File: src/rso_pkg.sv
// shared constants, types and register map of the reset supervisor
package rso_pkg;

    // ************************************************************
    // clock and timing
    // ************************************************************
    localparam int unsigned CLK_PERIOD_NS          = 20;
    localparam int unsigned RESET_FILTER_TIME_NS   = 10_000;
    localparam int unsigned RESET_DELAY_FIRST_NS   = 10_000_000;
    localparam int unsigned RESET_DELAY_SECOND_NS  = 2_000_000;
    localparam int unsigned RESET_FILTER_CYCLES    =
        (RESET_FILTER_TIME_NS + CLK_PERIOD_NS - 1) / CLK_PERIOD_NS;
    localparam int unsigned RESET_DELAY_FIRST_CYC  =
        (RESET_DELAY_FIRST_NS + CLK_PERIOD_NS - 1) / CLK_PERIOD_NS;
    localparam int unsigned RESET_DELAY_SECOND_CYC =
        (RESET_DELAY_SECOND_NS + CLK_PERIOD_NS - 1) / CLK_PERIOD_NS;
    localparam int unsigned TIMER_W                = 20;

    // ************************************************************
    // register bus and map
    // ************************************************************
    localparam int unsigned ADDR_W            = 4;
    localparam int unsigned DATA_W            = 8;
    localparam logic [3:0]  REG_CTRL_ADDR     = 4'h0;
    localparam logic [3:0]  REG_STATUS_ADDR   = 4'h1;
    localparam int unsigned CTRL_MODE_LSB     = 0;
    localparam int unsigned CTRL_SR_SEL_BIT   = 2;
    localparam int unsigned CTRL_DLY_SEL_BIT  = 3;
    localparam int unsigned CTRL_THR_LSB      = 4;
    localparam int unsigned STAT_POR_BIT      = 0;
    localparam int unsigned STAT_WD_FAIL_BIT  = 1;
    localparam int unsigned STAT_RST_LOW_BIT  = 2;
    localparam int unsigned STAT_MODE_LSB     = 3;
    localparam logic        SR_SEL_RST        = 1'h0;
    localparam logic        DLY_SEL_RST       = 1'h0;
    localparam logic [1:0]  THR_SEL_RST       = 2'h0;

    // mode field codes written by software
    localparam logic [1:0]  MODE_CODE_NORMAL  = 2'h0;
    localparam logic [1:0]  MODE_CODE_SLEEP   = 2'h1;
    localparam logic [1:0]  MODE_CODE_STOP    = 2'h2;
    localparam logic [1:0]  MODE_CODE_SOFTRST = 2'h3;

    // ************************************************************
    // types
    // ************************************************************
    typedef struct packed {
        logic [ADDR_W-1:0] addr;
        logic [DATA_W-1:0] wdata;
        logic              wr;
        logic              rd;
    } rso_bus_req_t;

    typedef enum logic [4:0] {
        DEV_INIT    = 5'h01,
        DEV_NORMAL  = 5'h02,
        DEV_STOP    = 5'h04,
        DEV_SLEEP   = 5'h08,
        DEV_RESTART = 5'h10
    } rso_dev_mode_t;

    typedef enum logic [4:0] {
        RS_PWRUP  = 5'h01,
        RS_RUN    = 5'h02,
        RS_FILTER = 5'h04,
        RS_HOLD   = 5'h08,
        RS_DELAY  = 5'h10
    } rso_rst_state_t;

    typedef struct packed {
        logic              uv_meta;
        logic              uv_sync;
        rso_rst_state_t    fsm;
        rso_dev_mode_t     mode;
        logic              sr_sel;
        logic              dly_sel;
        logic [1:0]        thr_sel;
        logic              por_flag;
        logic              wd_fail_flag;
        logic [DATA_W-1:0] rdata;
        logic              rst_n;
        logic              drive_low;
        logic              wd_start;
    } rso_main_state_t;

    // the regulator counts as low until the synchroniser has seen it up
    localparam rso_main_state_t MAIN_RESET = '{
        uv_meta:      1'h1,
        uv_sync:      1'h1,
        fsm:          RS_PWRUP,
        mode:         DEV_INIT,
        sr_sel:       SR_SEL_RST,
        dly_sel:      DLY_SEL_RST,
        thr_sel:      THR_SEL_RST,
        por_flag:     1'h1,
        wd_fail_flag: 1'h0,
        rdata:        8'h00,
        rst_n:        1'h0,
        drive_low:    1'h1,
        wd_start:     1'h0
    };

    typedef struct packed {
        logic               busy;
        logic [TIMER_W-1:0] cnt;
        logic               done;
    } rso_timer_state_t;

endpackage

File: src/rso_timer.sv
// one-shot down counter timing the filter and release delays
`timescale 1ns/1ps
module rso_timer #(
    parameter int unsigned CNT_W = rso_pkg::TIMER_W
) (
    input  wire logic             ref_clk_in,
    input  wire logic             rst_in,
    input  wire logic             ce_in,
    input  wire logic             start_in,
    input  wire logic             abort_in,
    input  wire logic [CNT_W-1:0] len_in,
    output logic                  done_out
);
    import rso_pkg::*;

    typedef struct packed {
        logic             busy;
        logic [CNT_W-1:0] cnt;
        logic             done;
    } rso_tmr_st_t;

    rso_tmr_st_t st_q;
    rso_tmr_st_t st_d;

    // done pulses len_in edges after the start edge
    always_comb begin
        st_d      = st_q;
        st_d.done = 1'h0;
        if (start_in) begin
            st_d.busy = 1'h1;
            st_d.cnt  = len_in;
        end else if (abort_in) begin
            st_d.busy = 1'h0;
        end else if (st_q.busy) begin
            if (st_q.cnt <= CNT_W'(1)) begin
                st_d.busy = 1'h0;
                st_d.done = 1'h1;
            end else begin
                st_d.cnt = st_q.cnt - CNT_W'(1);
            end
        end
        if (!ce_in) begin
            st_d = st_q;
        end
    end

    always_ff @(posedge ref_clk_in) begin
        if (rst_in) begin
            st_q <= '0;
        end else begin
            st_q <= st_d;
        end
    end

    assign done_out = st_q.done;

endmodule

File: src/rso_reset_supervisor.sv
// reset output supervisor with undervoltage filter, release delay and soft reset
//
// Operation
// - on undervoltage, reset output goes low only after the filter time with the event still present
// - output stays low while the event lasts, then for the selected release delay
// - reset output is low from power-up onward
// - at power-up, release follows the first delay once the regulator is up
// - a watchdog failure is a reset event too
// - undervoltage threshold is software selectable, defaulting to the first level
// - accepted soft reset returns to init mode and restores register defaults
// - select bit 0: soft reset also pulses the reset output with release delay
// - select bit 1: soft reset leaves the reset output high
// - soft reset is accepted only in normal or stop mode, else ignored
// - on release, start watchdog long open window and enter normal mode
// - power-on reset sets a flag telling all registers hold defaults
`timescale 1ns/1ps
module rso_reset_supervisor #(
    parameter int unsigned DELAY_FIRST_CYC  = rso_pkg::RESET_DELAY_FIRST_CYC,
    parameter int unsigned DELAY_SECOND_CYC = rso_pkg::RESET_DELAY_SECOND_CYC
) (
    input  wire logic                  ref_clk_in,
    input  wire logic                  rst_in,
    input  wire logic                  ce_in,
    input  wire rso_pkg::rso_bus_req_t bus_req_in,
    output logic [rso_pkg::DATA_W-1:0] bus_rdata_out,
    input  wire logic                  uv_raw_in,
    input  wire logic                  wd_fail_in,
    output logic                       reset_out_n_out,
    output logic                       reset_out_n_oe_out,
    output logic [1:0]                 uv_threshold_sel_out,
    output rso_pkg::rso_dev_mode_t     dev_mode_out,
    output logic                       wd_long_window_start_out
);
    import rso_pkg::*;

    localparam logic [TIMER_W-1:0] LEN_FILTER = TIMER_W'(RESET_FILTER_CYCLES);
    localparam logic [TIMER_W-1:0] LEN_FIRST  = TIMER_W'(DELAY_FIRST_CYC);
    localparam logic [TIMER_W-1:0] LEN_SECOND = TIMER_W'(DELAY_SECOND_CYC);

    rso_main_state_t    st_q;
    rso_main_state_t    st_d;
    logic               tmr_start;
    logic               tmr_abort;
    logic [TIMER_W-1:0] tmr_len;
    logic               tmr_done;
    logic               soft_req;
    logic               soft_ok;
    logic               ctrl_wr;
    logic               stat_wr;
    logic [1:0]         wr_mode;
    logic [TIMER_W-1:0] rel_len;

    // ************************************************************
    // release and filter timer
    // ************************************************************
    rso_timer #(
        .CNT_W (TIMER_W)
    ) u_timer (
        .ref_clk_in (ref_clk_in),
        .rst_in     (rst_in),
        .ce_in      (ce_in),
        .start_in   (tmr_start),
        .abort_in   (tmr_abort),
        .len_in     (tmr_len),
        .done_out   (tmr_done)
    );

    // ************************************************************
    // bus decode
    // ************************************************************
    assign ctrl_wr  = bus_req_in.wr && (bus_req_in.addr == REG_CTRL_ADDR);
    assign stat_wr  = bus_req_in.wr && (bus_req_in.addr == REG_STATUS_ADDR);
    assign wr_mode  = bus_req_in.wdata[CTRL_MODE_LSB +: 2];
    assign soft_req = ctrl_wr && (wr_mode == MODE_CODE_SOFTRST);
    assign soft_ok  = soft_req && ((st_q.mode == DEV_NORMAL) ||
                                   (st_q.mode == DEV_STOP));
    assign rel_len  = st_q.dly_sel ? LEN_SECOND : LEN_FIRST;

    function automatic logic [1:0] mode_code(input rso_dev_mode_t m);
        logic [1:0] c;
        c = MODE_CODE_NORMAL;
        if (m == DEV_SLEEP) begin
            c = MODE_CODE_SLEEP;
        end else if (m == DEV_STOP) begin
            c = MODE_CODE_STOP;
        end
        return c;
    endfunction

    // ************************************************************
    // next state
    // ************************************************************
    always_comb begin
        st_d          = st_q;
        tmr_start     = 1'h0;
        tmr_abort     = 1'h0;
        tmr_len       = LEN_FILTER;
        st_d.wd_start = 1'h0;
        st_d.rdata    = 8'h00;
        st_d.uv_meta  = uv_raw_in;
        st_d.uv_sync  = st_q.uv_meta;

        // register writes; an ignored soft reset leaves everything as it was
        if (ctrl_wr && !soft_req) begin
            st_d.sr_sel  = bus_req_in.wdata[CTRL_SR_SEL_BIT];
            st_d.dly_sel = bus_req_in.wdata[CTRL_DLY_SEL_BIT];
            st_d.thr_sel = bus_req_in.wdata[CTRL_THR_LSB +: 2];
            if (st_q.mode != DEV_INIT && st_q.mode != DEV_RESTART) begin
                unique case (wr_mode)
                    MODE_CODE_SLEEP: st_d.mode = DEV_SLEEP;
                    MODE_CODE_STOP:  st_d.mode = DEV_STOP;
                    default:         st_d.mode = DEV_NORMAL;
                endcase
            end
        end
        if (soft_ok) begin
            st_d.mode    = DEV_INIT;
            st_d.sr_sel  = SR_SEL_RST;
            st_d.dly_sel = DLY_SEL_RST;
            st_d.thr_sel = THR_SEL_RST;
        end
        if (stat_wr) begin
            if (bus_req_in.wdata[STAT_POR_BIT]) begin
                st_d.por_flag = 1'h0;
            end
            if (bus_req_in.wdata[STAT_WD_FAIL_BIT]) begin
                st_d.wd_fail_flag = 1'h0;
            end
        end
        // a failure in the clearing cycle is kept
        if (wd_fail_in) begin
            st_d.wd_fail_flag = 1'h1;
        end

        if (bus_req_in.rd) begin
            unique case (bus_req_in.addr)
                REG_CTRL_ADDR: begin
                    st_d.rdata[CTRL_MODE_LSB +: 2] = mode_code(st_q.mode);
                    st_d.rdata[CTRL_SR_SEL_BIT]    = st_q.sr_sel;
                    st_d.rdata[CTRL_DLY_SEL_BIT]   = st_q.dly_sel;
                    st_d.rdata[CTRL_THR_LSB +: 2]  = st_q.thr_sel;
                end
                REG_STATUS_ADDR: begin
                    st_d.rdata[STAT_POR_BIT]       = st_q.por_flag;
                    st_d.rdata[STAT_WD_FAIL_BIT]   = st_q.wd_fail_flag;
                    st_d.rdata[STAT_RST_LOW_BIT]   = ~st_q.rst_n;
                    st_d.rdata[STAT_MODE_LSB +: 5] = st_q.mode;
                end
                default: st_d.rdata = 8'h00;
            endcase
        end

        unique case (st_q.fsm)
            RS_PWRUP: begin
                if (!st_q.uv_sync) begin
                    st_d.fsm  = RS_DELAY;
                    tmr_start = 1'h1;
                    tmr_len   = LEN_FIRST;
                end
            end
            RS_RUN, RS_FILTER: begin
                if (wd_fail_in || (soft_ok && !st_q.sr_sel)) begin
                    st_d.fsm       = RS_DELAY;
                    st_d.rst_n     = 1'h0;
                    st_d.drive_low = 1'h1;
                    if (wd_fail_in) begin
                        st_d.mode = DEV_RESTART;
                    end
                    tmr_start = 1'h1;
                    tmr_len   = rel_len;
                end else if (st_q.fsm == RS_RUN) begin
                    if (st_q.uv_sync) begin
                        st_d.fsm  = RS_FILTER;
                        tmr_start = 1'h1;
                    end
                end else if (!st_q.uv_sync) begin
                    st_d.fsm  = RS_RUN;
                    tmr_abort = 1'h1;
                end else if (tmr_done) begin
                    st_d.fsm       = RS_HOLD;
                    st_d.rst_n     = 1'h0;
                    st_d.drive_low = 1'h1;
                    st_d.mode      = DEV_RESTART;
                end
            end
            RS_HOLD: begin
                if (!st_q.uv_sync) begin
                    st_d.fsm  = RS_DELAY;
                    tmr_start = 1'h1;
                    tmr_len   = rel_len;
                end
            end
            RS_DELAY: begin
                if (st_q.uv_sync) begin
                    st_d.fsm  = RS_HOLD;
                    tmr_abort = 1'h1;
                end else if (tmr_done) begin
                    st_d.fsm       = RS_RUN;
                    st_d.rst_n     = 1'h1;
                    st_d.drive_low = 1'h0;
                    st_d.mode      = DEV_NORMAL;
                    st_d.wd_start  = 1'h1;
                end
            end
            default: begin
                st_d.fsm = RS_PWRUP;
            end
        endcase

        if (!ce_in) begin
            st_d      = st_q;
            tmr_start = 1'h0;
            tmr_abort = 1'h0;
        end
    end

    always_ff @(posedge ref_clk_in) begin
        if (rst_in) begin
            st_q <= MAIN_RESET;
        end else begin
            st_q <= st_d;
        end
    end

    assign bus_rdata_out            = st_q.rdata;
    assign reset_out_n_out          = st_q.rst_n;
    assign reset_out_n_oe_out       = st_q.drive_low;
    assign uv_threshold_sel_out     = st_q.thr_sel;
    assign dev_mode_out             = st_q.mode;
    assign wd_long_window_start_out = st_q.wd_start;
endmodule

File: config.mk
export PLATFORM = sky130hd
export DESIGN_NAME = rso_reset_supervisor
export DESIGN_NICKNAME = d
export VERILOG_FILES = /design/src/rso_pkg.sv /design/src/rso_timer.sv /design/src/rso_reset_supervisor.sv
export SDC_FILE = /design/constraint.sdc
export NUM_CORES = 1
export LEC_CHECK = 0
export ABC_AREA = 1
export BUFFER_PORTS_ARGS = -buffer_cell sky130_fd_sc_hd__buf_2
export CORE_MARGIN = 2
export CORE_UTILIZATION = 45
export DETAILED_ROUTE_END_ITERATION = 7
export GPL_ROUTABILITY_DRIVEN = 0
export PLACE_DENSITY = 0.66
export SLEW_MARGIN = 20
export SYNTH_ARGS = -nofsm -noshare
export SYNTH_HDL_FRONTEND = slang
export SYNTH_SLANG_ARGS = --single-unit
File: constraint.sdc
create_clock -name ref_clk_in -period 1.97 [get_ports ref_clk_in]
set_clock_uncertainty 0.15 [all_clocks]
set_input_delay 0.0985 -clock ref_clk_in [delete_from_list [all_inputs] [get_ports ref_clk_in]]
set_output_delay 0.0985 -clock ref_clk_in [all_outputs]
set_load 0.02 [all_outputs]
; Word level (Yosys, flattened, before mapping)
; Cells that the tools add are included.
[totals]
reg_bits = 51
inputBits = 19
wordCells = 126
[classes]
addsub = 1
order_cmp = 1
eq_ne = 25
n_mux = 57
n_bitwise = 1
reduce_logical = 25
[ops]
columns = cell, count
row1 = two-way mux 19 bit, 4
row2 = one-hot mux 19 bit (3 select lines), 1
row3 = two-way mux 5 bit, 10
row4 = two-way mux 21 bit, 2
row5 = two-way mux 10 bit, 3
row6 = two-way mux 22 bit, 1
row7 = "less-or-equal comparator 20 x 1 -> 1 bit, second input constant", 1
row8 = two-way mux 20 bit, 1
row9 = "subtractor 20 x 1 -> 20 bit, second input constant", 1
row10 = two-way mux 9 bit, 2
row11 = two-way mux 1 bit, 16
row12 = one-hot mux 5 bit (3 select lines), 1
row13 = two-way mux 2 bit, 7
row14 = one-hot mux 6 bit (2 select lines), 1
row15 = "equality test 5 x 2 -> 1 bit, second input constant", 2
row16 = "equality test 5 x 3 -> 1 bit, second input constant", 2
row17 = "equality test 5 x 4 -> 1 bit, second input constant", 2
row18 = one-hot mux 5 bit (2 select lines), 1
row19 = nonzero test 2 bit, 5
row20 = two-way mux 8 bit, 1
row21 = "inequality test 2 bit, second input constant", 4
row22 = one-hot mux 4 bit (2 select lines), 1
row23 = logical AND 1 bit, 7
row24 = AND reduction 7 bit, 1
row25 = 24 further kinds, 33

; Depth between registers and ports, before layout
; Gate-level depths: netlist (run 1).
[depth]
depth_word = 12
depth_mapped = 14
mapped_depth_nobuf = 14

; By module
; A second synthesis (run 1) with hierarchy kept.
[hier_totals]
hier_cells = 578
area_unflattened_um2 = 3573.4
[by_module_without_submodules]
columns = mod, n_inst, cells_each, area_each_um2, seq_area_each_um2
row1 = rso_reset_supervisor, 1, 277, 1889.3, 580.6
row2 = rso_timer, 1, 301, 1684.1, 440.4

; Worst setup path after synthesis (run 1)
; OpenSTA, ideal clock, no wires.
[synth_path]
path_kind = reg-to-reg
start = register u_timer.st_q[1] (netlist bit)
end = register u_timer.st_q[6] (netlist bit)
setup_time_ps = 118
t_arrival_ps = 1650
required_ps = 1702
setup_slack_ps = 52
stages_incl_launch_ff = 13
path_buffers = 2
synth_period_minus_slack_ps = 1918
cell_sequence = dfxtp_1 > inv_1 > ha_1 > nand2_2 > nor2_4 > nor2_2 > nor2_2 > nor2_1 > nand4_2 > buf_6 > buf_8 > nor3_1 > nor2_1
[synth_via]
elab_chain_cells = 5
word_cells_on_any_way = 8
cone_classes = 1 x add/sub / 1 x order compare / 1 x eq/ne / 4 x mux / 1 x reduce/logical
[synth_rtl]
columns = item, line
row1 = from (decl), rso_timer.sv:22  ; rso_tmr_st_t st_q;
row2 = from (signal assigned), rso_timer.sv:51  ; st_q <= st_d;
row3 = subtractor 20 x 1 -> 20 bit, rso_timer.sv:39  ; st_d.cnt = st_q.cnt - CNT_W'(1);
row4 = two-way mux 20 bit, rso_timer.sv:35  ; if (st_q.cnt <= CNT_W'(1)) begin
row5 = two-way mux 22 bit, rso_timer.sv:34  ; end else if (st_q.busy) begin
row6 = two-way mux 21 bit, rso_timer.sv:32  ; end else if (abort_in) begin
row7 = two-way mux 21 bit, rso_timer.sv:29  ; if (start_in) begin
; Several ways; a longest one is shown, not always the timed one. The select of a mux whose other input is x is not followed.
; A chain may end at the register's enable or synchronous reset.

; Worst setup path after layout (run 1)
[layout_path]
start = register st_q[25] (netlist bit)
end = register u_timer.st_q[8] (netlist bit)
[layout_via]
elab_chain_cells = 7
word_cells_on_any_way = 21
cone_classes = 7 x eq/ne / 10 x mux / 4 x reduce/logical
[layout_rtl]
columns = item, line
row1 = from (decl), rso_reset_supervisor.sv:40  ; rso_main_state_t st_q;
row2 = from (signal assigned), rso_reset_supervisor.sv:221  ; st_q <= st_d;
row3 = equality test 5 x 2 -> 1 bit, "rso_reset_supervisor.sv:153, rso_reset_supervisor.sv:171"
row4 = two-way mux 1 bit, rso_reset_supervisor.sv:171  ; end else if (st_q.fsm == RS_RUN) begin
row5 = two-way mux 1 bit, rso_reset_supervisor.sv:162  ; if (wd_fail_in || (soft_ok && !st_q.sr_sel)) begin
row6 = one-hot mux 1 bit (2 select lines), rso_reset_supervisor.sv:153  ; unique case (st_q.fsm)
row7 = two-way mux 1 bit, rso_reset_supervisor.sv:210  ; if (!ce_in) begin
row8 = inequality test 2 bit (no source line) / nonzero test 2 bit (equally long branches), n/a
row9 = AND reduction 4 bit (no source line), n/a
; Several ways; a longest one is shown, not always the timed one.

==> results of run 1 <==
-- area by class of cell --
type | count | area, um2
fillers | 706 | 2850
multi-input cells | 371 | 2160
flip-flops and latches | 51 | 1040
repair buffers | 111 | 808
inverters | 57 | 214
well taps | 99 | 124
clock buffers | 5 | 68.8
clock inverters | 3 | 26.3
-- final timing paths --
| kind | endpoint | slack, ns | depth (start not counted) |
|---|---|---|---|
| setup / recovery | u_timer.st_q[8] | 0.03 | 13 |
| hold / removal | st_q[12] | 0.001 | 4 |
| setup reg to reg | u_timer.st_q[8] | 0.03 | 13 |
| hold reg to reg | bus_rdata_out[7] | 0.32 | 2 |
-- routing by layer --
layer,global-route usage,vias to the layer above
met2,0.401,63
met5,0,-
met3,0.0334,13
met1,0.264,1701
li1,-,1829
met4,0.0606,0
-- sequential cells by signal, summed over array words and instances, names as in the netlist --
name	flops
bus_rdata_out	8
st_q	11
u_timer.st_q	21
reset_out_n_out	1
wd_long_window_start_out	1
uv_threshold_sel_out	2
u_timer.done_out	1
reset_out_n_oe_out	1
dev_mode_out	5
-- worst max-delay path, stage by stage, from the launching register on --
cell and delay, ns:
dfxtp_4 0.37, nor2_4 0.15, nand4_1 0.19, inv_2 0.10
nor2_1 0.05, nand2_2 0.09, nand3_2 0.10, nand2_2 0.08
nand2_4 0.11, buf_6 0.18, nand3_1 0.07, nand3_1 0.08
nand2_1 0.07, inv_1 0.03
-- metrics by stage --
stage / instances / setup slack, ns / power [W]
final: 697 / 0.0316 / 0.00589
after global routing: 697 / -0.0631 / 0.00637
after CTS: 690 / 0.0207 / 0.00541
after detailed placement: 670 / -0.0792 / 0.00466
after global placement: 670 / -0.0296 / 0.00459
after floorplan: 510 / 0.0518 / 0.00360
-- power by group --
group          leakage [nW]  switching (W)  internal (W)
combinational          1.57        0.00212       0.00170
sequential            0.419       0.000183       0.00122
clock                0.0491       0.000409      0.000263
-- synthesized netlist by cell type, types with 10 or more instances --
cell type / n / area [um2]
dfxtp_1: 51 / 1020
o21ai_1: 11 / 55.1
o21ai_0: 18 / 90.1
a21oi_1: 31 / 155
nand3_2: 10 / 100
nor2_1: 72 / 270
nand3_1: 45 / 225
buf_4: 15 / 113
nand2_1: 101 / 379
nor2_2: 12 / 75.1
clkbuf_1: 10 / 37.5
inv_1: 51 / 191
-- what timing repair did --
item,CTS,global route
setup endpoints to repair,13,32
setup buffers,5,7
hold buffers,7,0
resized for setup,6,74
endpoints found under the hold margin,7,0
pin swaps,5,13
-- cell families after synthesis --
logic type                 after synthesis
AOI/OAI and AO/OA                       85
xor gates and xnor gates                 9
adders and majority gates                5
buffers and inverters                   88
DFF                                     51
and+or+nand+nor                        272
==> reports/metrics.cfg, run 1 <==
[layout]
nNetsFinal=621
layout_common_cells=nand2_1, buf_4, nor2_1, inv_1, nand3_1
post-route-util=0.609
stdcell_area_um2=4440
antenna_cells=0
drive_gt1_frac=0.360
synthToLayoutAreaGrowth_pct=30.9
final_common_cell=nand2_1

[cts]
worstSkewPairLatency_ns=0.32
cts_sinks=51
cts_root_buffer=clkbuf_8
path_clk_slew_ns=0.10
cts_buffer_depth=2
htree_levels=2
cts_buffers=5
cts_tree=yes

[route]
highest_layer=met4
dr_wl_met2_mm=4.80
drt-met1-wl_mm=3.91
vias_per_cell=5.17
vias=3606
first_iter_violations=145
drc=0
ant_nets=0
wl_met3_um=322
first_pass_iters=5
routedWlPerCell_um=13.2
wl_mm=9.18

[floorplanning]
core_um2=7290
die_x_um=90.8
die_y_um=90.8
die_area_um2=8250
placementRows=31
floorplan.initialDensity=0.465
io_pins=37

[timing]
relSlewSlack=0.679
hold_viol_final=0
rsz0062_at_grt=yes
fmax_mhz=516
post-route-min-period_ns=1.94
timing.setup.tns_ns=0
period_share=0.984
slew_violations=0
worst_slew_pin_slew_ns=0.476
setup_viol=0
fin_hold_ws_ns=0.00149

[global_routing]
antenna_found_initial=0
grt_overflow=0
grt_pass1_wl_mm=15.2
grt_use_total=0.219
grt_max_degree=27
grt_pass1_vias=3388

[critical_path]
r2r_start=st_q[25]
crit_start=st_q[25]
crit_type=flop to flop
crit_path_end_kind=flop
cp.required_ns=2.05
cp-start-kind=flop
cp_max_fo=8
crit_arrival_ns=2.02

[worst_hold_path]
hp-class=primary input to flop
min_from=bus_req_in[2]

[logic_synthesis]
synthAdderAreaFrac=0.0185
synth-xor-area-share=0.0232
synth_nets=534
synth-compound-area-share=0.147
synth-edff-count=0
synth_top_family_by_area=simple AND/OR/NAND/NOR gates
ys_warn_count=0
synth.distinct_cells=38
muxShareOfSynthArea=0
async_reset_ff_frac=0
netlist_area_um2=3390
synth_simple_gate_area_frac=0.383
avgSynthCellArea_um2=6.65
ys_seq_area_frac=0.301
ys_ff_latch=51
synth_flop_cell=dfxtp_1
synth_cells=510

[pwr]
powerDensity_nw_per_um2=1330
p_leak_nw=2.03
ir_drop_mv=1.03

[flow_run]
drv_cap=0

[outcome]
status=completed

[placement]
placedInstanceArea_um2=3920
dp_hpwl_mm=6.54
port_buffers=34

Power figures use the tool's default switching activity.
==> run 2: changes to the inputs <==
--- a/config.mk
+++ b/config.mk
@@ -5,13 +5,12 @@
 export SDC_FILE = /design/constraint.sdc
 export NUM_CORES = 1
 export LEC_CHECK = 0
-export ABC_AREA = 1
 export BUFFER_PORTS_ARGS = -buffer_cell sky130_fd_sc_hd__buf_2
 export CORE_MARGIN = 2
 export CORE_UTILIZATION = 45
 export DETAILED_ROUTE_END_ITERATION = 7
 export GPL_ROUTABILITY_DRIVEN = 0
-export PLACE_DENSITY = 0.66
+export PLACE_DENSITY = 0.67
 export SLEW_MARGIN = 20
 export SYNTH_ARGS = -nofsm -noshare
 export SYNTH_HDL_FRONTEND = slang
==> run 2 against run 1 <==
Against the previous run: the flow now finishes with violations (negative setup slack); count of clock-buffer cells in the layout did not move; register-to-register slack got worse by 0.69 ns; worst hold slack improved by 0.052 ns; sequential power fell by 9%; maximum frequency fell by 26%; largest power group unchanged.
==> reports/metrics.cfg, run 2 <==
[floorplanning]
die_x_um=86.1  ; -5.1%
die_area_um2=7420  ; -10%
io_pins=37  ; unchanged
die_y_um=86.1  ; -5.1%
core_um2=6420  ; -12%
placementRows=29  ; -6.5%
floorplan.initialDensity=0.473  ; +0.00763

[route]
ant_nets=0  ; unchanged
wl_mm=11.0  ; +20%
drc=0  ; unchanged
vias=3626  ; +0.55%
routedWlPerCell_um=18.5  ; +41%
first_iter_violations=243  ; +68%
first_pass_iters=6  ; +1
vias_per_cell=6.11  ; +18%

[global_routing]
grt_use_total=0.279  ; +0.0599
grt_overflow=0  ; unchanged
grt_pass1_wl_mm=16.4  ; +8.2%
grt_pass1_vias=3438  ; +1.5%
grt_max_degree=28  ; +3.7%
antenna_found_initial=0  ; unchanged

[logic_synthesis]
ys_warn_count=0  ; unchanged
ys_ff_latch=51  ; unchanged
synth_cells=382  ; -25%
synth.largest_area_cell=dfxtp_1
synth_top_area_share=0.336  ; +0.0352
synth_top_family_by_area=simple AND/OR/NAND/NOR gates
synth-compound-area-share=0.225  ; +0.0774
synthAdderAreaFrac=0.0206  ; +0.00216
ys_seq_area_frac=0.336  ; +0.0352
ys_top_cells_by_count=dfxtp_1, nor2_1, a21oi_1, nand2_1, nor3_1
netlist_area_um2=3040  ; -10%
synth.distinct_cells=58  ; +53%
avgSynthCellArea_um2=7.95  ; +20%
synth-xor-area-share=0.0375  ; +0.0143
synth_nets=406  ; -24%
synth_simple_gate_area_frac=0.275  ; -0.108
async_reset_ff_frac=0  ; unchanged
synth_most_common_cell=dfxtp_1
muxShareOfSynthArea=0.0243  ; +0.0243
synth-edff-count=0  ; unchanged
synthTopCellsByArea=dfxtp_1, nor2_1, a21oi_1, buf_4, nand2_1
synth_flop_cell=dfxtp_1

[critical_path]
cp-start-kind=flop
reg2reg_depth=8  ; -5
rr_endpoint=u_timer.st_q[16]
r2r_start=u_timer.st_q[5]
crit_start=u_timer.st_q[5]
r2r_slack_ns=-0.66  ; -0.69 ns
cp.required_ns=2.02  ; -0.03 ns
crit_type=flop to flop
crit_arrival_ns=2.68  ; +0.66 ns
crit_path_end_kind=flop
cp_max_fo=5  ; -3
critical_path.endpoint=u_timer.st_q[16]

[layout]
post-route-util=0.761  ; +0.153
synthToLayoutAreaGrowth_pct=61.0
layout_common_cells=buf_4, dfxtp_1, buf_2, nor2_1, nand2_1
nFillCells=457  ; -35%
antenna_cells=0  ; unchanged
drive_gt1_frac=0.492  ; +0.133
multi_input_area_um2=2350  ; +9.1%
largest_reg_flops=21  ; unchanged
final_common_cell=buf_4
final_cell_count_no_fill=593  ; -15%
seq_area_um2=1040  ; unchanged
top_register=u_timer.st_q
nNetsFinal=539  ; -13%

[timing]
fin_hold_ws_ns=0.0535  ; +0.0520 ns
fin_ws_ns=-0.663  ; -0.694 ns
relSlewSlack=0.618  ; -0.0613
setup_viol=28  ; +28
slew_violations=0  ; unchanged
worst_slew_pin_slew_ns=0.572  ; +0.0964 ns
fmax_mhz=380  ; -26%
rsz0062_at_grt=yes
post-route-min-period_ns=2.63  ; +0.694 ns
period_share=1.34  ; +0.352
hold_viol_final=0  ; unchanged

[pwr]
p_leak_nw=1.98  ; -2.7%
powerDensity_nw_per_um2=1120  ; -16%
power.total_w=0.00545  ; -7.5%
ir_drop_mv=1.10  ; +6.4%

[placement]
dp_hpwl_mm=7.09  ; +8.4%
dpl.cell_count=562  ; -16%
port_buffers=34  ; unchanged

[cts]
path_clk_slew_ns=0.10  ; about the same
cts_sinks=51  ; unchanged
cts_root_buffer=clkbuf_8
cts_tree=yes
cts_buffers=5  ; unchanged
htree_levels=2  ; unchanged
cts_buffer_depth=2  ; unchanged
worstSkewPairLatency_ns=0.32  ; about the same

[worst_hold_path]
hp-class=primary input to flop

[outcome]
status=finished, violations left
violations=negative setup slack

[flow_run]
drv_cap=0  ; unchanged

-- run 2: report_power, final --
part | total [W] | switching, W | internal, W | leakage, nW
logic | 0.00340 | 0.00169 | 0.00170 | 1.51
clock network | 0.000779 | 0.000395 | 0.000383 | 0.0548
registers | 0.00128 | 0.000109 | 0.00117 | 0.418
-- run 2: stage by stage --
stage,TNS (ns),cell area [um2],setup WS [ns]
6_report,-9.69,4890,-0.663
5_1_grt,-12.21,4890,-0.696
4_1_cts,-7.24,4600,-0.462
3_5_place_dp,-12.48,4060,-0.506
2_1_floorplan,-4.66,3260,-0.476
3_3_place_gp,-11.46,4060,-0.449
-- run 2: final cells by class --
| class | count | share of cell area |
|---|---|---|
| clock buffer | 5 | 0.0141 |
| clock inverter | 3 | 0.00947 |
| inverter | 14 | 0.0107 |
| multi-input combinational | 282 | 0.481 |
| sequential | 51 | 0.213 |
| tap | 77 | 0.0197 |
| timing repair buffer | 161 | 0.252 |
-- run 2: per-layer routing --
| layer | vias to the layer above | track usage | wire length (um) |
|---|---|---|---|
| li1 | 1665 | - | - |
| met1 | 1775 | 0.324 | 4370 |
| met2 | 142 | 0.528 | 5760 |
| met3 | 44 | 0.0404 | 497 |
| met4 | 0 | 0.0722 | 353 |
| met5 | - | 0 | 0 |
-- run 2: critical path, stage by stage (launching register included) --
cell	delay (ns)
dfxtp_2	0.34
or3_4	0.39
or3_4	0.37
or4_4	0.45
buf_12	0.16
o41ai_4	0.26
nor2_1	0.08
o21bai_1	0.20
a31oi_1	0.11
-- run 2: cell families after synthesis --
group | count (synthesis)
DFF | 51
xor gates and xnor gates | 13
muxes | 7
buffers and inverters | 49
AOI/OAI and AO/OA | 99
and+or+nand+nor | 158
adders and majority gates | 5
-- run 2: repair_timing --
item,CTS,global route
hold buffers,6,0
endpoints found under the hold margin,10,0
resized for setup,57,49
buffers inserted,9,9
pin swaps,26,19
setup endpoints to repair,34,34
-- run 2: worst min path at each step --
| stage | from | to | cells after the start |
|---|---|---|---|
| after floorplan | uv_raw_in | st_q[28] | 2 |
| after global placement | uv_raw_in | st_q[28] | 3 |
| after detailed placement | uv_raw_in | st_q[28] | 3 |
| after CTS | ce_in | st_q[27] | 3 |
| after global routing | ce_in | st_q[27] | 3 |
| final | ce_in | st_q[27] | 3 |
==> run 3: changes to the inputs <==
--- a/config.mk
+++ b/config.mk
@@ -10,7 +10,7 @@
 export CORE_UTILIZATION = 45
 export DETAILED_ROUTE_END_ITERATION = 7
 export GPL_ROUTABILITY_DRIVEN = 0
-export PLACE_DENSITY = 0.67
+export MAX_ROUTING_LAYER = met4
 export SLEW_MARGIN = 20
 export SYNTH_ARGS = -nofsm -noshare
 export SYNTH_HDL_FRONTEND = slang
==> constraint.sdc (replaced) <==
create_clock -name ref_clk_in -period 3.1 [get_ports ref_clk_in]
set_clock_uncertainty 0.15 [all_clocks]
set_input_delay 0.31 -clock ref_clk_in [delete_from_list [all_inputs] [get_ports ref_clk_in]]
set_output_delay 0.31 -clock ref_clk_in [all_outputs]
set_load 0.02 [all_outputs]
==> run 3 against run 2 <==
Against the previous run: the run now ends clean; final cell count is 20% lower; flip-flop and latch count stayed put; clock power is 37% lower; setup slack better by 0.98 ns; design area is 33% lower; total power is 59% lower; count of clock-buffer cells in the layout stayed put; die area stayed put; largest power group unchanged.
==> reports/metrics.cfg, run 3 (synthesis gave the netlist of run 2 again) <==
[placement]
port_buffers=34  ; unchanged
placedInstanceArea_um2=3180  ; -22%
pre_cts_ws_ns=0.269  ; +0.775 ns
dp_hpwl_mm=5.60  ; -21%

[cts]
cts_buffer_depth=2  ; unchanged
cts_root_buffer=clkbuf_8
cts_tree=yes
cts_setup_buffers=0  ; -9
cts_buffers=5  ; unchanged
cts_resized=0  ; -100%
cts_sinks=51  ; unchanged
hold_buffers=0  ; -6
worstSkewPairLatency_ns=0.31  ; about the same
path_clk_slew_ns=0.10  ; about the same
htree_levels=2  ; unchanged

[pwr]
sw_frac_of_total=0.402  ; -0.000455
pwr-share-clk=0.217  ; +0.074
powerDensity_nw_per_um2=682  ; -39%
switchingPower_w=0.000905  ; -59%
ir_drop_mv=0.468  ; -57%
combPwrFrac=0.404  ; -0.219
p_int_w=0.00134  ; -59%
p_leak_nw=1.25  ; -37%
seqPwrFrac=0.379  ; +0.145

[critical_path]
cp-start-kind=flop
cp.required_ns=3.17  ; +1.15 ns
crit_path_end_kind=flop
crit_type=flop to flop
cp_max_fo=12  ; +7
crit_arrival_ns=2.85  ; +0.17 ns
r2r_slack_ns=0.32  ; +0.98 ns

[floorplanning]
die_y_um=86.1  ; unchanged
die_x_um=86.1  ; unchanged
core_um2=6420  ; unchanged
die_area_um2=7420  ; unchanged
io_pins=37  ; unchanged
floorplan.initialDensity=0.473  ; unchanged
placementRows=29  ; unchanged

[route]
vias=2901  ; -20%
drc=0  ; unchanged
vias_per_cell=6.09  ; -0.33%
wl_mm=7.78  ; -29%
first_iter_violations=198  ; -19%
ant_nets=0  ; unchanged
routedWlPerCell_um=16.3  ; -12%
first_pass_iters=4  ; -2

[timing]
post-route-min-period_ns=2.78  ; +0.150 ns
fin_hold_ws_ns=0.0800  ; +0.0265 ns
relSlewSlack=0.574  ; -0.0436
worst_slew_pin_slew_ns=0.630  ; +0.0571 ns
period_share=0.898  ; -0.439
slew_violations=0  ; unchanged
rsz0062_at_grt=no
hold_viol_final=0  ; unchanged
setup_viol=0  ; -100%
fin_ws_ns=0.317  ; +0.980 ns
timing.setup.tns_ns=0  ; +9.69 ns
fmax_mhz=359  ; -5.4%

[global_routing]
antenna_found_initial=0  ; unchanged
grt_pass1_vias=2628  ; -24%
grt_overflow=0  ; unchanged
grt_max_degree=34  ; +21%
grt_pass1_wl_mm=12.9  ; -22%
grt_use_total=0.222  ; -0.0569

[outcome]
status=completed

[layout]
antenna_cells=0  ; unchanged
post-route-util=0.514  ; -0.247
nNetsFinal=422  ; -22%
synthToLayoutAreaGrowth_pct=8.70
final_common_cell=dfxtp_1
layout_common_cells=dfxtp_1, nor2_1, buf_2, nand2_1, a21oi_1
drive_gt1_frac=0.165  ; -0.327
stdcell_area_um2=3300  ; -33%
largest_reg_flops=21  ; unchanged
top_register=u_timer.st_q

[flow_run]
drv_cap=0  ; unchanged

[worst_hold_path]
hp-class=primary input to flop

run 3: cell types whose count changed in the layout (fill, tap and decap cells not counted), moves of 6 or more:
cell,before,now
nor3_1,9,18
buf_6,14,0
dfxtp_1,43,51
nor3_2,6,0
a21oi_1,23,29
dlygate4sd3_1,6,0
buf_4,103,10
nor4_4,6,0
nor2_1,32,40
run 3: per-stage QoR:
step / power (W) / instances
floorplan: 0.00155 / 382
global placement: 0.00175 / 468
detailed placement: 0.00176 / 468
CTS: 0.00225 / 476
global route: 0.00240 / 476
finish: 0.00225 / 476
run 3: worst max-delay path, stage by stage, from the launching register on:
cell	delay (ns)
dfxtp_1	0.45
nor2_1	0.38
and3_1	0.31
a311o_1	0.31
o31ai_2	0.12
buf_4	0.19
nor2_1	0.40
a21oi_1	0.12
nor4_1	0.27
run 3: final timing paths:
kind,endpoint,depth (start not counted),startpoint
setup / recovery,u_timer.st_q[7],8,st_q[24]
hold / removal,st_q[28],3,uv_raw_in
setup reg to reg,u_timer.st_q[7],8,st_q[24]
hold reg to reg,st_q[12],2,st_q[12]
run 3: power by group through the flow:
stage / Clock, W / Combinational [W] / Sequential [W]
3_3_place_gp: 0 / 0.000890 / 0.000861
2_1_floorplan: 0 / 0.000732 / 0.000819
5_1_grt: 0.000526 / 0.00101 / 0.000867
3_5_place_dp: 0 / 0.000893 / 0.000865
6_report: 0.000489 / 0.000909 / 0.000852
4_1_cts: 0.000501 / 0.000903 / 0.000849
run 3: cell type report:
cell class                      count  area (um2)
Multi-Input combinational cell    282        1770
Clock inverter                      3        47.5
Clock buffer                        5        68.8
Timing Repair Buffer               44         245
Tap cell                           77        96.3
Fill cell                         624        3120
Inverter                           14        52.6
Sequential cell                    51        1020
run 3: per-layer routing:
layer  part of all wire  vias to the layer above  global-route usage
met5                  0                        -                   -
met4             0.0066                        0              0.0693
met3              0.067                        6              0.0279
met2               0.44                       90               0.326
met1               0.49                     1368               0.316
li1                   -                     1437                   -
